<file path="src/hdl/pps_cfg.svh">
// pps_cfg.svh: register indices, field positions, reset values and timing figures for the parallel ports.
// assumes it is included by bare name wherever a constant is needed.
`ifndef PPS_CFG_SVH
`define PPS_CFG_SVH

// register indices; byte address on the bus is four times the index
`define PPS_IDX_FIVE_DIR 8'h01
`define PPS_IDX_FIVE_DATA 8'h03
`define PPS_IDX_EIGHT_DIR 8'h04
`define PPS_IDX_EIGHT_DATA 8'h06
`define PPS_IDX_EIGHT_CSR 8'h0f
`define PPS_IDX_INT_STATUS 8'h20
`define PPS_IDX_INT_MASK 8'h21

// control and status field positions of the eight-line port
`define PPS_CSR_FLAG 7
`define PPS_CSR_IE 6
`define PPS_CSR_OSS 4
`define PPS_CSR_LE 3

// sticky event bits of the interrupt status and mask registers
`define PPS_INT_W 2
`define PPS_INT_IS 0
`define PPS_INT_OS 1

// operating mode codes that count as single-chip
`define PPS_MODE_SINGLE 3'h7
`define PPS_MODE_SINGLE_TEST 3'h4

// cycles the mode straps are left to settle through the synchroniser
`define PPS_MODE_WAIT 2'h3

// reset values
`define PPS_DIR_RESET 8'h00
`define PPS_DATA_RESET 8'h00
`define PPS_WORD_ZERO 32'h0000_0000

// output strobe low time in ns and the clock period in ns
`define PPS_OS_LOW_NS 1000
`define PPS_CLK_NS 20

`endif

</file>
<file path="src/hdl/pps_pkg.sv">
// pps_pkg: types shared by the parallel port design.
// assumes pps_cfg.svh for numeric constants.
package pps_pkg;

  // control bits of the eight-line port, kept as one carrier
  typedef struct packed {
    logic flag;
    logic ie;
    logic strobe_source_select;
    logic le;
  } pps_csr_t;

  // decoded bus request
  typedef struct packed {
    logic [7:0] idx;
    logic wr;
    logic [7:0] wdata;
  } pps_req_t;

  // mode capture sequence after reset release
  typedef enum logic {
    PPS_ST_SAMPLE,
    PPS_ST_RUN
  } pps_state_t;

endpackage

</file>
<file path="src/hdl/pps_sync.sv">
// pps_sync: two-flop synchroniser for a group of pins.
// assumes the pins are asynchronous to pclk; each bit is treated alone.
`timescale 1ns/100ps
module pps_sync import pps_pkg::*; #(
  parameter int W = 1
) (
  input wire logic pclk,
  input wire logic presetn,
  input wire logic [W-1:0] din,
  output logic [W-1:0] dout
);

  logic [W-1:0] meta_q;

  // first stage feeds only the second stage
  always_ff @(posedge pclk or negedge presetn) begin
    if (!presetn) begin
      meta_q <= '0;
      dout <= '0;
    end else begin
      meta_q <= din;
      dout <= meta_q;
    end
  end

endmodule // pps_sync

</file>
<file path="src/hdl/pps_strobe.sv">
// pps_strobe: stretches a one-cycle trigger into a low pulse of fixed length.
// assumes triggers come from logic on pclk; a trigger during a pulse restarts it.
`timescale 1ns/100ps
module pps_strobe import pps_pkg::*; #(
  parameter int LOW_CYCLES = 50
) (
  input wire logic pclk,
  input wire logic presetn,
  input wire logic trigger,
  output logic strobe_n
);

  localparam int CW = $clog2(LOW_CYCLES + 1);
  localparam logic [CW-1:0] LOAD = CW'(LOW_CYCLES);

  logic [CW-1:0] count_q;
  logic [CW-1:0] count_d;
  logic strobe_n_d;

  // count down the low time; restart keeps a late access from being lost
  always_comb begin
    count_d = count_q;
    if (trigger) begin
      count_d = LOAD;
    end else if (count_q != '0) begin
      count_d = count_q - CW'(1);
    end
    strobe_n_d = (count_d == '0);
  end

  always_ff @(posedge pclk or negedge presetn) begin
    if (!presetn) begin
      count_q <= '0;
      strobe_n <= 1'b1;
    end else begin
      count_q <= count_d;
      strobe_n <= strobe_n_d;
    end
  end

endmodule // pps_strobe

</file>
<file path="src/hdl/pps_top.sv">
// pps_top: five-line mode-strap port and eight-line strobed port behind an APB slave.
// assumes one 50 MHz clock; pins arrive asynchronously and go through two flops first.
// Function
// RULE1: five-line port works alike in every mode
// RULE2: sample three low lines at reset release
// RULE3: all five lines are inputs after sampling
// RULE4: each direction bit makes its line output
// RULE5: data register drives outputs, reads line values
// RULE6: line one output follows timer compare level
// RULE7: lines shared with serial and capture logic
// RULE8: eight-line port is plain I/O in single-chip
// RULE9: strobe options work only in single-chip mode
// RULE10: latch input data on input strobe fall
// RULE11: pulse output strobe on data register access
// RULE12: strobe fall raises enabled maskable interrupt
// RULE13: select clear means read, set means write
// RULE14: direction one is output, zero is input
// RULE15: peripheral strobes data ready or accepted
// RULE16: flag7, enable6, select4, latch3, others unused
// RULE17: flag set by fall, cleared by read-then-access
//
// Our own choice: register access over APB.
`timescale 1ns/100ps
`include "pps_cfg.svh"
module pps_top import pps_pkg::*; #(
  parameter int ADDR_W = 12,
  parameter int OS_LOW_CYCLES = (`PPS_OS_LOW_NS + `PPS_CLK_NS - 1) / `PPS_CLK_NS
) (
  input wire logic pclk,
  input wire logic presetn,
  input wire logic psel,
  input wire logic penable,
  input wire logic pwrite,
  input wire logic [ADDR_W-1:0] paddr,
  input wire logic [31:0] pwdata,
  output logic [31:0] prdata,
  output logic pready,
  output logic pslverr,
  input wire logic [4:0] five_in,
  output logic [4:0] five_out,
  output logic [4:0] five_oe,
  input wire logic [7:0] eight_in,
  output logic [7:0] eight_out,
  output logic [7:0] eight_oe,
  input wire logic input_strobe_n,
  output logic output_strobe_n,
  input wire logic compare_level,
  input wire logic sci_tx_enable,
  input wire logic sci_tx_level,
  output logic capture_edge_level,
  output logic sci_rx_level,
  output logic [2:0] mode,
  output logic single_chip,
  output logic maskable_interrupt_line
);

  // true when a bus address selects the given register index
  function automatic logic reg_hit(input logic [ADDR_W-1:0] addr, input logic [7:0] idx);
    reg_hit = (addr[ADDR_W-1:2] == (ADDR_W-2)'(idx)) && (addr[1:0] == 2'b00);
  endfunction

  // synchronised pins
  logic [4:0] five_sync;
  logic [7:0] eight_sync;
  logic strobe_sync;

  pps_sync #(.W(5)) u_sync_five (
    .pclk(pclk),
    .presetn(presetn),
    .din(five_in),
    .dout(five_sync)
  );

  pps_sync #(.W(8)) u_sync_eight (
    .pclk(pclk),
    .presetn(presetn),
    .din(eight_in),
    .dout(eight_sync)
  );

  // strobe is synchronised active high so the flops' reset value is the idle level and no false fall follows reset
  pps_sync #(.W(1)) u_sync_strobe (
    .pclk(pclk),
    .presetn(presetn),
    .din(~input_strobe_n),
    .dout(strobe_sync)
  );

  // mode capture state
  pps_state_t state_q, state_d;
  logic [1:0] wait_q, wait_d;
  logic [2:0] mode_q, mode_d;
  logic single_d;

  // the straps are read only once the synchroniser has filled with real pin levels
  always_comb begin
    state_d = state_q;
    wait_d = wait_q;
    mode_d = mode_q;
    unique case (state_q)
      PPS_ST_SAMPLE: begin
        if (wait_q == `PPS_MODE_WAIT) begin
          mode_d = five_sync[2:0]; // see RULE2
          state_d = PPS_ST_RUN;
        end else begin
          wait_d = wait_q + 2'd1;
        end
      end
      PPS_ST_RUN: begin
        state_d = PPS_ST_RUN;
      end
    endcase
    single_d = (state_d == PPS_ST_RUN) &&
               ((mode_d == `PPS_MODE_SINGLE) || (mode_d == `PPS_MODE_SINGLE_TEST));
  end

  always_ff @(posedge pclk or negedge presetn) begin
    if (!presetn) begin
      state_q <= PPS_ST_SAMPLE;
      wait_q <= 2'd0;
      mode_q <= 3'h0;
      single_chip <= 1'b0;
    end else begin
      state_q <= state_d;
      wait_q <= wait_d;
      mode_q <= mode_d;
      single_chip <= single_d;
    end
  end

  // bus phases: setup prepares the answer, access commits side effects
  pps_req_t req;
  logic setup;
  logic access;
  logic mapped;
  assign setup = psel && !penable;
  assign access = psel && penable && pready;
  assign req = '{idx: paddr[9:2], wr: pwrite, wdata: pwdata[7:0]};
  assign mapped = reg_hit(paddr, `PPS_IDX_FIVE_DIR) || reg_hit(paddr, `PPS_IDX_FIVE_DATA) ||
                  reg_hit(paddr, `PPS_IDX_EIGHT_DIR) || reg_hit(paddr, `PPS_IDX_EIGHT_DATA) ||
                  reg_hit(paddr, `PPS_IDX_EIGHT_CSR) || reg_hit(paddr, `PPS_IDX_INT_STATUS) ||
                  reg_hit(paddr, `PPS_IDX_INT_MASK);

  // port and control state
  logic [4:0] five_dir_q, five_dir_d;
  logic [4:0] five_data_q, five_data_d;
  logic [7:0] eight_dir_q, eight_dir_d;
  logic [7:0] eight_data_q, eight_data_d;
  logic [7:0] latch_q, latch_d;
  logic latch_full_q, latch_full_d;
  pps_csr_t csr_q, csr_d;
  logic armed_q, armed_d;
  logic strobe_prev_q;
  logic [`PPS_INT_W-1:0] int_stat_q, int_stat_d;
  logic [`PPS_INT_W-1:0] int_mask_q, int_mask_d;
  logic strobe_fall;
  logic os_trigger;
  logic data_access;
  logic data_read;

  assign strobe_fall = !strobe_prev_q && strobe_sync; // pin fall seen as a rise of the inverted copy
  assign data_access = access && reg_hit(paddr, `PPS_IDX_EIGHT_DATA);
  assign data_read = data_access && !req.wr;
  // strobe source follows the select bit, and only in single-chip mode
  assign os_trigger = single_chip && data_access && (req.wr == csr_q.strobe_source_select); // see RULE11 see RULE13 see RULE9

  // register writes and the side effects of bus accesses
  always_comb begin
    five_dir_d = five_dir_q;
    five_data_d = five_data_q;
    eight_dir_d = eight_dir_q;
    eight_data_d = eight_data_q;
    csr_d = csr_q;
    int_mask_d = int_mask_q;
    int_stat_d = int_stat_q;
    latch_d = latch_q;
    latch_full_d = latch_full_q;
    armed_d = armed_q;
    if (access && req.wr) begin
      if (reg_hit(paddr, `PPS_IDX_FIVE_DIR)) begin
        five_dir_d = req.wdata[4:0]; // see RULE4 see RULE14
      end
      if (reg_hit(paddr, `PPS_IDX_FIVE_DATA)) begin
        five_data_d = req.wdata[4:0]; // see RULE5
      end
      if (reg_hit(paddr, `PPS_IDX_EIGHT_DIR)) begin
        eight_dir_d = req.wdata; // see RULE8 see RULE14
      end
      if (reg_hit(paddr, `PPS_IDX_EIGHT_DATA)) begin
        eight_data_d = req.wdata;
      end
      if (reg_hit(paddr, `PPS_IDX_EIGHT_CSR)) begin
        csr_d.ie = req.wdata[`PPS_CSR_IE]; // see RULE16
        csr_d.strobe_source_select = req.wdata[`PPS_CSR_OSS];
        csr_d.le = req.wdata[`PPS_CSR_LE];
      end
      if (reg_hit(paddr, `PPS_IDX_INT_MASK)) begin
        int_mask_d = pwdata[`PPS_INT_W-1:0];
      end
      if (reg_hit(paddr, `PPS_IDX_INT_STATUS)) begin
        int_stat_d = int_stat_q & ~pwdata[`PPS_INT_W-1:0];
      end
    end
    // reading the status with the flag up arms the clear; a data access completes it
    if (access && !req.wr && reg_hit(paddr, `PPS_IDX_EIGHT_CSR) && csr_q.flag) begin
      armed_d = 1'b1; // see RULE17
    end
    if (data_access && armed_q) begin
      csr_d.flag = 1'b0; // see RULE17
      armed_d = 1'b0;
    end
    // a read of the data register lets the latch follow the pins again
    if (data_read) begin
      latch_full_d = 1'b0;
    end
    // edge events win over a clear in the same cycle
    if (strobe_fall) begin
      csr_d.flag = 1'b1; // see RULE17 see RULE15
      armed_d = 1'b0;
      int_stat_d[`PPS_INT_IS] = 1'b1;
      if (single_chip && csr_q.le && (!latch_full_q || data_read)) begin
        latch_d = eight_sync; // see RULE10 see RULE9
        latch_full_d = 1'b1;
      end
    end
    if (os_trigger) begin
      int_stat_d[`PPS_INT_OS] = 1'b1;
    end
    // with latching off nothing is held
    if (!csr_d.le) begin
      latch_full_d = 1'b0;
    end
  end

  always_ff @(posedge pclk or negedge presetn) begin
    if (!presetn) begin
      five_dir_q <= 5'h00; // see RULE3
      five_data_q <= 5'h00;
      eight_dir_q <= `PPS_DIR_RESET;
      eight_data_q <= `PPS_DATA_RESET;
      latch_q <= `PPS_DATA_RESET;
      latch_full_q <= 1'b0;
      csr_q <= '0; // see RULE17
      armed_q <= 1'b0;
      strobe_prev_q <= 1'b0;
      int_stat_q <= '0;
      int_mask_q <= '0;
    end else begin
      five_dir_q <= five_dir_d;
      five_data_q <= five_data_d;
      eight_dir_q <= eight_dir_d;
      eight_data_q <= eight_data_d;
      latch_q <= latch_d;
      latch_full_q <= latch_full_d;
      csr_q <= csr_d;
      armed_q <= armed_d;
      strobe_prev_q <= strobe_sync;
      int_stat_q <= int_stat_d;
      int_mask_q <= int_mask_d;
    end
  end

  // bus answer: no wait state, ready and data are registered in setup so every answer leaves a flop
  logic [31:0] rdata_d;
  logic [7:0] eight_view;

  always_comb begin
    // input lines show the held byte while the latch is full
    eight_view = (eight_dir_q & eight_data_q) |
                 (~eight_dir_q & (latch_full_q ? latch_q : eight_sync));
    rdata_d = `PPS_WORD_ZERO;
    if (setup && !pwrite) begin
      if (reg_hit(paddr, `PPS_IDX_FIVE_DIR)) begin
        rdata_d[4:0] = five_dir_q;
      end
      if (reg_hit(paddr, `PPS_IDX_FIVE_DATA)) begin
        rdata_d[7:0] = {mode_q, five_sync}; // see RULE5 see RULE1
      end
      if (reg_hit(paddr, `PPS_IDX_EIGHT_DIR)) begin
        rdata_d[7:0] = eight_dir_q;
      end
      if (reg_hit(paddr, `PPS_IDX_EIGHT_DATA)) begin
        rdata_d[7:0] = eight_view;
      end
      if (reg_hit(paddr, `PPS_IDX_EIGHT_CSR)) begin
        rdata_d[`PPS_CSR_FLAG] = csr_q.flag; // see RULE16
        rdata_d[`PPS_CSR_IE] = csr_q.ie;
        rdata_d[`PPS_CSR_OSS] = csr_q.strobe_source_select;
        rdata_d[`PPS_CSR_LE] = csr_q.le;
      end
      if (reg_hit(paddr, `PPS_IDX_INT_STATUS)) begin
        rdata_d[`PPS_INT_W-1:0] = int_stat_q;
      end
      if (reg_hit(paddr, `PPS_IDX_INT_MASK)) begin
        rdata_d[`PPS_INT_W-1:0] = int_mask_q;
      end
    end
  end

  always_ff @(posedge pclk or negedge presetn) begin
    if (!presetn) begin
      prdata <= `PPS_WORD_ZERO;
      pready <= 1'b0;
      pslverr <= 1'b0;
    end else begin
      prdata <= rdata_d;
      pready <= setup;
      pslverr <= setup && !mapped;
    end
  end

  // pin drive, interrupt and shared-function outputs
  logic [4:0] five_out_d, five_oe_d;
  logic [7:0] eight_out_d, eight_oe_d;
  logic irq_d;

  always_comb begin
    five_out_d = five_data_q;
    five_oe_d = five_dir_q; // see RULE4 see RULE1
    if (five_dir_q[1]) begin
      five_out_d[1] = compare_level; // see RULE6
    end
    // serial transmit borrows the top line while it is enabled
    if (sci_tx_enable) begin
      five_out_d[4] = sci_tx_level; // see RULE7
      five_oe_d[4] = 1'b1;
    end
    // outside single-chip the port belongs to the bus, which this block does not drive
    eight_out_d = eight_data_q;
    eight_oe_d = single_chip ? eight_dir_q : 8'h00; // see RULE8
    irq_d = (single_chip && csr_q.ie && csr_q.flag) || |(int_stat_q & int_mask_q); // see RULE12
  end

  always_ff @(posedge pclk or negedge presetn) begin
    if (!presetn) begin
      five_out <= 5'h00;
      five_oe <= 5'h00;
      eight_out <= `PPS_DATA_RESET;
      eight_oe <= `PPS_DIR_RESET;
      capture_edge_level <= 1'b0;
      sci_rx_level <= 1'b0;
      maskable_interrupt_line <= 1'b0;
    end else begin
      five_out <= five_out_d;
      five_oe <= five_oe_d;
      eight_out <= eight_out_d;
      eight_oe <= eight_oe_d;
      capture_edge_level <= five_sync[0]; // see RULE7
      sci_rx_level <= five_sync[3];
      maskable_interrupt_line <= irq_d;
    end
  end

  assign mode = mode_q;

  // output strobe pulse generator
  pps_strobe #(.LOW_CYCLES(OS_LOW_CYCLES)) u_strobe (
    .pclk(pclk),
    .presetn(presetn),
    .trigger(os_trigger),
    .strobe_n(output_strobe_n)
  );

endmodule // pps_top

</file>
<file path="config.mk">
export PLATFORM = sky130hd
export DESIGN_NAME = pps_top
export DESIGN_NICKNAME = d
export VERILOG_FILES = /design/src/hdl/pps_pkg.sv /design/src/hdl/pps_sync.sv /design/src/hdl/pps_strobe.sv /design/src/hdl/pps_top.sv
export VERILOG_INCLUDE_DIRS = /design/src /design/src/hdl
export SDC_FILE = /design/constraint.sdc
export NUM_CORES = 1
export LEC_CHECK = 0
export BUFFER_PORTS_ARGS = -buffer_cell sky130_fd_sc_hd__buf_2
export CAP_MARGIN = 5
export CORE_ASPECT_RATIO = 0.8
export CORE_MARGIN = 2
export CORE_UTILIZATION = 57
export CTS_CLUSTER_SIZE = 14
export DETAILED_ROUTE_END_ITERATION = 7
export GPL_TIMING_DRIVEN = 1
export PLACE_DENSITY = 0.86
export SLEW_MARGIN = 20
export SYNTH_ARGS = -nofsm -noshare
export SYNTH_HDL_FRONTEND = slang
export SYNTH_SLANG_ARGS = --single-unit
</file>
<file path="constraint.sdc">
create_clock -name pclk -period 2.88 [get_ports pclk]
set_input_delay 0.432 -clock pclk [delete_from_list [all_inputs] [get_ports pclk]]
set_output_delay 0.432 -clock pclk [all_outputs]
set_load 0.03 [all_outputs]
</file>
==> summary.txt, run 1 <==
Status
  – Status: finished clean

Global routing
  – Initial antenna violation count: 1
  – GRT Util Overall: 25.7%
  – Largest net degree at the start of global routing: 50
  – GR Overflow Total: 0
  – First-pass GRT wire length: 19800 µm
  – Vias in the first global route: 3797

Route
  – Drt pass-1 iters: 5
  – Post-route ant nets: 0
  – Routed vias: 3680
  – Routed len/inst: 19.2 µm
  – Total wire length: 12100 µm
  – Number of remaining DRC errors: 0
  – Avg Vias per Cell: 5.82
  – Initial drt markers: 236

Clock tree
  – Post-CTS Resized: 0
  – CTS Root Cell: clkbuf_16
  – Worst-path clk slew: 0.05 ns
  – Clk sinks: 126
  – CTS Buf Count: 17
  – Largest buffer count on any clock path: 2
  – Clk Latency, worst-skew pair: 0.42 ns
  – Post-CTS Hold Buffers: 0
  – H-tree levels: 4
  – Post-CTS setup buffers: 0
  – CTS tree: done

STA
  – Hold Vio Cnt, Final: 0
  – Clock skew: 0.00943 ns
  – Setup repair after global routing missed its margin: false
  – Worst-Margin Slew: 0.605 ns
  – Slew margin rel.: 59.6%
  – Maximum clock frequency: 446 MHz
  – Final TNS setup: 0 ns
  – Setup-failing EPs final: 0
  – Max-slew violations: 0
  – Final period util: 77.8%
  – Final min period: 2.24 ns

Critical path
  – Endpoint type of the worst setup path: register
  – Cell breakdown of the critical path: inv_1, ha_1, or4b_2, or2_2, a41oi_1, nor4bb_1
  – Slowest stage delay, CP: 0.69 ns
  – WP data arrival: 2.57 ns
  – Worst Path Required: 3.21 ns
  – Worst setup SP type: register
  – CP Max Fanout: 6
  – CP max-delay cell: or4b_2
  – Crit Path Class: reg -> reg

Yosys
  – Number of enable-type register cells in the synthesized netlist: 0
  – Synth unique cells: 57
  – Synth Area in XOR/XNOR: 0.825%
  – Compound-gate portion of the synthesized area: 6.39%
  – Largest family of logic cells by synthesized area: multiplexers
  – Post-Synth Simple-Gate Area: 13.0%
  – Syn Inst Count: 405
  – Multiplexer area fraction after synthesis: 14.5%
  – Synth Cell Area: 5310 µm²
  – Yosys reg bits: 126
  – YS warnings: 0
  – Post-Syn Area per Cell: 13.1 µm²
  – Post-synthesis adder-cell area fraction: 0.708%
  – Post-synthesis sequential area ratio: 59.5%
  – Most used DFF post-synth: dfrtp_1
  – Post-synth ARST share: 100%

Power and ir drop
  – Int Pwr: 0.00327 W
  – LEAKAGE: 3.12 nW
  – Sw frac: 26.2%
  – Clock group share of total power: 45.5%
  – Switch Pwr: 0.00116 W
  – Power density over cell area: 693 nW/µm²
  – Combinational fraction of design power: 11.2%
  – Reg power frac: 43.4%
  – Max VDD drop: 0.000499 V

Floorplanning
  – Initial Utilization: 58.7%
  – Rows: 31
  – IO Count: 134
  – Die height: 90.3 µm
  – Core Footprint: 9040 µm²
  – Total Die Area: 10100 µm²
  – Die width: 112 µm

Placement
  – HPWL Detailed: 8500 µm
  – # port buffers: 85
  – Placer Congestion: 0.986
  – Cells after DPL: 599
  – Post-DP Area: 5810 µm²

Cells and area
  – Fillcell total: 611
  – Layout area overhead: 20.3%
  – Multi-input logic area: 1970 µm²
  – Fin area: 6380 µm²
  – Layout cells sized above 1: 37.6%
  – Final net count: 572
  – Non-Filler Instances: 632
  – Sequential cell area: 3150 µm²

Job
  – Max Cap Viol: 0

Hold path
  – HP Class: in -> async
per-layer routing:
metal	vias up	track usage [%]	share of wire, %
li1	1616	-	-
met1	1854	34.3	41
met2	189	40.2	49
met3	21	8.32	8.4
met4	0	8.64	1.1
met5	-	0	0
path summary, 6_finish.rpt:
check	start	to	slack, ns	cells past startpoint
min in group pclk	five_in[0]	u_sync_five.meta_q[0]$_DFF_PN0_	0.12	1
worst max-delay path	u_strobe.count_q[0]$_DFF_PN0_	u_strobe.strobe_n$_DFF_PN1_	0.64	6
max in group asynchronous	presetn	u_strobe.strobe_n$_DFF_PN1_	2.12	2
worst min register to register	u_sync_eight.meta_q[5]$_DFF_PN0_	u_sync_eight.dout[5]$_DFF_PN0_	0.35	0
worst max register to register	u_strobe.count_q[0]$_DFF_PN0_	u_strobe.strobe_n$_DFF_PN1_	0.64	6
worst min-delay path	presetn	u_sync_eight.meta_q[5]$_DFF_PN0_	0.03	1
cell usage after synthesis (all sizes together), types with 4 or more instances:
master / count / area, µm²
and2: 10 / 62.6
or3: 4 / 25.0
nor3: 10 / 50.1
nor2: 14 / 52.6
nand3: 9 / 45.0
clkbuf: 11 / 41.3
mux2: 56 / 649
nor4: 5 / 67.6
nand4: 10 / 77.6
o21ai: 8 / 40.0
dfrtp: 125 / 3130
nor4b: 4 / 35.0
inv: 6 / 22.5
mux2i: 12 / 120
nor3b: 4 / 30.0
or2: 4 / 25.0
a21oi: 10 / 50.1
or4: 4 / 30.0
buf: 29 / 204
nor2b: 5 / 31.3
nand2: 12 / 45.0
sequential cells by signal, summed over array words and instances, names as in the netlist, 6 cells and up:
name,count
eight_data_q,8
latch_q,8
eight_dir_q,8
eight_oe,8
u_sync_eight.dout,8
u_sync_eight.meta_q,8
u_strobe.count_q,6
eight_out,8
prdata,8
critical path: cells and delay by family, from the launching register on:
kind / cells / cell delay [ns]
buffers and inverters: 1 / 0.15
AO/OA/AOI/OAI: 1 / 0.26
adder cells (fa/ha/maj): 1 / 0.21
flip-flops: 1 / 0.43
AND/OR/NAND/NOR: 3 / 1.11
final cells by class:
| cell class | instances | area share (%) |
|---|---|---|
| Sequential cell | 126 | 49.4 |
| Multi-Input combinational cell | 256 | 30.9 |
| Timing Repair Buffer | 96 | 8.19 |
| Clock buffer | 20 | 7.15 |
| Tap cell | 115 | 2.25 |
| Clock inverter | 12 | 1.74 |
| Inverter | 6 | 0.353 |
| Antenna cell | 1 | 0.0392 |
power by group through the flow:
stage / Sequential, W / Combinational [W] / Clock (W)
detailed placement: 0.00194 / 0.000477 / 0
global placement: 0.00194 / 0.000451 / 0
finish: 0.00192 / 0.000495 / 0.00201
floorplan: 0.00194 / 0.000339 / 0
CTS: 0.00192 / 0.000492 / 0.00204
global route: 0.00193 / 0.000547 / 0.00213
metrics by stage:
stage	hold slack, ns	setup slack, ns	utilization [%]	power, W
final	0.0257	0.639	70.6	0.00443
after global placement	0.333	0.452	64.3	0.00239
after global routing	0.0719	0.496	70.6	0.00461
after CTS	0.0365	0.657	70.6	0.00445
after floorplan	0.136	0.769	-	0.00228
after detailed placement	0.336	0.373	64.3	0.00242
cell families (layout without fill, tap and decap cells):
group                    after synthesis  count (layout)
flip-flops                           126             126
AND/OR/NAND/NOR                      109             109
multiplexers                          68              68
AO/OA/AOI/OAI                         47              47
buffers and inverters                 46             134
XOR/XNOR                               5               5
adder cells (fa/ha/maj)                3               3
other                                  1              25
cells in the final DEF (no fill, tap or decap), types with 3 or more instances in the layout:
cell | Yosys | final
or2_2 | 4 | 4
mux2_2 | 51 | 51
conb_1 | 1 | 24
nor2b_1 | 5 | 5
dfrtp_1 | 125 | 125
mux2i_1 | 12 | 12
a21o_1 | 3 | 3
nor4b_1 | 4 | 4
buf_4 | 24 | 11
mux2_4 | 5 | 5
clkinvlp_4 | 0 | 3
clkinv_2 | 0 | 3
clkbuf_16 | 0 | 17
nor3b_1 | 4 | 4
nand4_1 | 9 | 9
ha_1 | 3 | 3
a21oi_1 | 10 | 10
nand3_1 | 9 | 9
nand4b_1 | 3 | 3
nor2_1 | 14 | 14
o21ai_0 | 8 | 8
and3_1 | 3 | 3
or3_1 | 4 | 4
nand2_1 | 12 | 12
xnor2_1 | 3 | 3
o31ai_1 | 3 | 3
or4_1 | 4 | 4
inv_6 | 0 | 3
buf_2 | 4 | 84
nor3_1 | 10 | 10
and2_1 | 9 | 9
inv_1 | 6 | 6
Power figures use the tool's default switching activity.
==> run 2, diff against run 1 <==
--- a/config.mk
+++ b/config.mk
@@ -6,15 +6,16 @@
 export SDC_FILE = /design/constraint.sdc
 export NUM_CORES = 1
 export LEC_CHECK = 0
+export ABC_AREA = 1
 export BUFFER_PORTS_ARGS = -buffer_cell sky130_fd_sc_hd__buf_2
 export CAP_MARGIN = 5
 export CORE_ASPECT_RATIO = 0.8
 export CORE_MARGIN = 2
-export CORE_UTILIZATION = 57
+export CORE_UTILIZATION = 48
 export CTS_CLUSTER_SIZE = 14
 export DETAILED_ROUTE_END_ITERATION = 7
 export GPL_TIMING_DRIVEN = 1
-export PLACE_DENSITY = 0.86
+export PLACE_DENSITY = 0.77
 export SLEW_MARGIN = 20
 export SYNTH_ARGS = -nofsm -noshare
 export SYNTH_HDL_FRONTEND = slang
==> constraint.sdc (replaced) <==
create_clock -name pclk -period 2 [get_ports pclk]
set_input_delay 0.3 -clock pclk [delete_from_list [all_inputs] [get_ports pclk]]
set_output_delay 0.3 -clock pclk [all_outputs]
set_load 0.03 [all_outputs]
==> summary.txt, run 2 <==
Critical path
  – Endpoint type of the worst setup path: output pin
  – Worst setup SP type: register
  – CP delay by family, top: flip-flops
  – Bufs and invs on worst path: 1
  – CP max-delay cell: dfrtp_1
  – Slowest stage delay, CP: 0.67 ns
  – Cell breakdown of the critical path: buf_2
  – Worst Path Required: 1.70 ns
  – Crit Path Class: reg -> out
  – WP data arrival: 1.37 ns
  – CP Max Fanout: 12

Route
  – Routed len/inst: 14.6 µm
  – Total wire length: 12100 µm
  – Avg Vias per Cell: 4.94
  – Drt pass-1 iters: 5
  – Routed vias: 4102
  – Initial drt markers: 294
  – Post-route ant nets: 0
  – Number of remaining DRC errors: 0

STA
  – Slew margin rel.: 64.8%
  – Hold Vio Cnt, Final: 0
  – Clock skew: 0.00747 ns
  – Setup repair after global routing missed its margin: false
  – Setup-failing EPs final: 0
  – Maximum clock frequency: 598 MHz
  – Max-slew violations: 0
  – Final TNS setup: 0 ns
  – Final period util: 83.6%
  – Final min period: 1.67 ns
  – Slack of the critical path: 0.327 ns
  – Worst-Margin Slew: 0.527 ns

Floorplanning
  – Total Die Area: 12000 µm²
  – Die height: 98.4 µm
  – Initial Utilization: 49.3%
  – Die width: 122 µm
  – IO Count: 134
  – Core Footprint: 10800 µm²
  – Rows: 34

Power and ir drop
  – Power density over cell area: 970 nW/µm²
  – Switch Pwr: 0.00156 W
  – Reg power frac: 42.6%
  – Combinational fraction of design power: 9.7%
  – Clock group share of total power: 47.7%
  – Int Pwr: 0.00485 W
  – Max VDD drop: 0.000703 V
  – LEAKAGE: 3.53 nW
  – Sw frac: 24.4%

Global routing
  – Initial antenna violation count: 0
  – GR Overflow Total: 0
  – First-pass GRT wire length: 19200 µm
  – Largest net degree at the start of global routing: 70
  – Vias in the first global route: 3861
  – GRT Util Overall: 21.1%

Clock tree
  – Clk sinks: 126
  – Largest buffer count on any clock path: 2
  – H-tree levels: 4
  – Post-CTS setup buffers: 0
  – Worst-path clk slew: 0.05 ns
  – Clk Latency, worst-skew pair: 0.41 ns
  – CTS Root Cell: clkbuf_16
  – CTS tree: done
  – CTS Buf Count: 17

Yosys
  – Top post-synthesis cells by count: nand2_1 (133), dfrtp_1 (125), inv_1 (66)
  – Yosys reg bits: 126
  – Yosys top cell by area: dfrtp_1
  – Synth unique cells: 38
  – Post-Syn Area per Cell: 9.60 µm²
  – Post-synth ARST share: 100%
  – Syn Inst Count: 557
  – Yosys top cell area share: 58.5%
  – Count leader, synth: nand2_1
  – YS warnings: 0
  – Most used DFF post-synth: dfrtp_1
  – Post-synthesis sequential area ratio: 59.0%
  – Dominant cells by area after synthesis: dfrtp_1 (59%), nand2_1 (9.3%), inv_1 (4.6%)
  – Number of enable-type register cells in the synthesized netlist: 0
  – Synth Cell Area: 5350 µm²

Cells and area
  – Final net count: 743
  – N_diodes: 0
  – Post-layout util: 60.9%
  – Leading cell type in the layout, fill and taps excluded: nand2_1
  – Layout cells sized above 1: 24.1%
  – Layout area overhead: 23.7%
  – Commonest cells after routing, fill and taps aside: nand2_1 (133), dfrtp_1 (125), buf_2 (84), inv_1 (66), nand3_1 (48)
  – Fillcell total: 930

Hold path
  – HP Class: in -> reg

Placement
  – HPWL Detailed: 8630 µm
  – # port buffers: 85
  – Placer Congestion: 0.867
  – Setup Slack @ Placement: 0.169 ns

Job
  – Max Cap Viol: 0

Status
  – Status: finished clean
## run 2: cell count changes after synthesis, sizes merged, moves of 12 or more
| cell | previous run | this run |
|---|---|---|
| nand2 | 12 | 143 |
| inv | 6 | 69 |
| o21ai | 8 | 51 |
| nor2 | 14 | 35 |
| mux2i | 12 | 0 |
| nand3 | 9 | 49 |
| mux2 | 56 | 2 |
## run 2: layout make-up
class	instances	area (µm²)	area share [%]
sequential	126	3150	47.7
multi-input combinational	351	1770	26.7
timing repair buffer	107	641	9.69
clock buffer	22	494	7.48
inverter	71	267	4.03
tap	144	180	2.73
clock inverter	9	109	1.65
## run 2: logic make-up (layout without fill, tap and decap cells)
kind of cell	count (synthesis)	count (layout)	share of synthesized area, %
flip-flops	126	126	59.0
buffers and inverters	103	209	9.57
adder cells (fa/ha/maj)	3	3	0.702
multiplexers	2	2	0.421
XOR/XNOR	3	3	0.492
other	1	24	0.0702
AND/OR/NAND/NOR	242	242	21.0
AO/OA/AOI/OAI	77	77	8.68
## run 2: layer usage
layer  GRT usage (%)  part of all wire, %  vias up
met5               0                    0        -
met4            6.28                 0.93        0
met3            5.32                  6.4       10
met2            33.0                   48      133
met1            29.2                   44     1997
li1                -                    -     1962
## run 2: through the flow
| stage | hold slack (ns) | total power (W) | instance area [µm²] | std cells |
|---|---|---|---|---|
| floorplan | 0.00441 | 0.00319 | 5430 | 580 |
| global placement | 0.232 | 0.00333 | 5870 | 785 |
| detailed placement | 0.235 | 0.00337 | 5870 | 785 |
| CTS | 0.0213 | 0.00646 | 6610 | 830 |
| global route | 0.0239 | 0.00666 | 6610 | 830 |
| finish | 0.0355 | 0.00641 | 6610 | 830 |
## run 2: power by group through the flow
stage                     clock (W)  sequential [W]  combinational, W
final                       0.00306         0.00273          0.000622
after global placement            0         0.00277          0.000562
after global routing        0.00323         0.00274          0.000689
after detailed placement          0         0.00277          0.000596
after CTS                   0.00311         0.00273          0.000620
after floorplan                   0         0.00279          0.000409
## run 2: what timing repair did
item / 4_1_cts / 5_1_grt
hold buffers: 14 / 0
resized for setup: 0 / 0
endpoints found under the hold margin: 38 / 0
## run 2: final timing paths
kind	startpoint	end	slack, ns	depth (start not counted)
min in group asynchronous	presetn	eight_out[1]$_DFF_PN0_	0.35	2
worst max register to register	u_strobe.count_q[0]$_DFF_PN0_	u_strobe.strobe_n$_DFF_PN1_	0.40	8
worst min-delay path	input_strobe_n	u_sync_strobe.meta_q$_DFF_PN0_	0.04	2
worst min register to register	u_sync_eight.meta_q[1]$_DFF_PN0_	u_sync_eight.dout[1]$_DFF_PN0_	0.35	0
max in group asynchronous	presetn	latch_q[5]$_DFFE_PN0P_	0.93	3
worst max-delay path	single_chip$_DFF_PN0_	single_chip	0.33	1
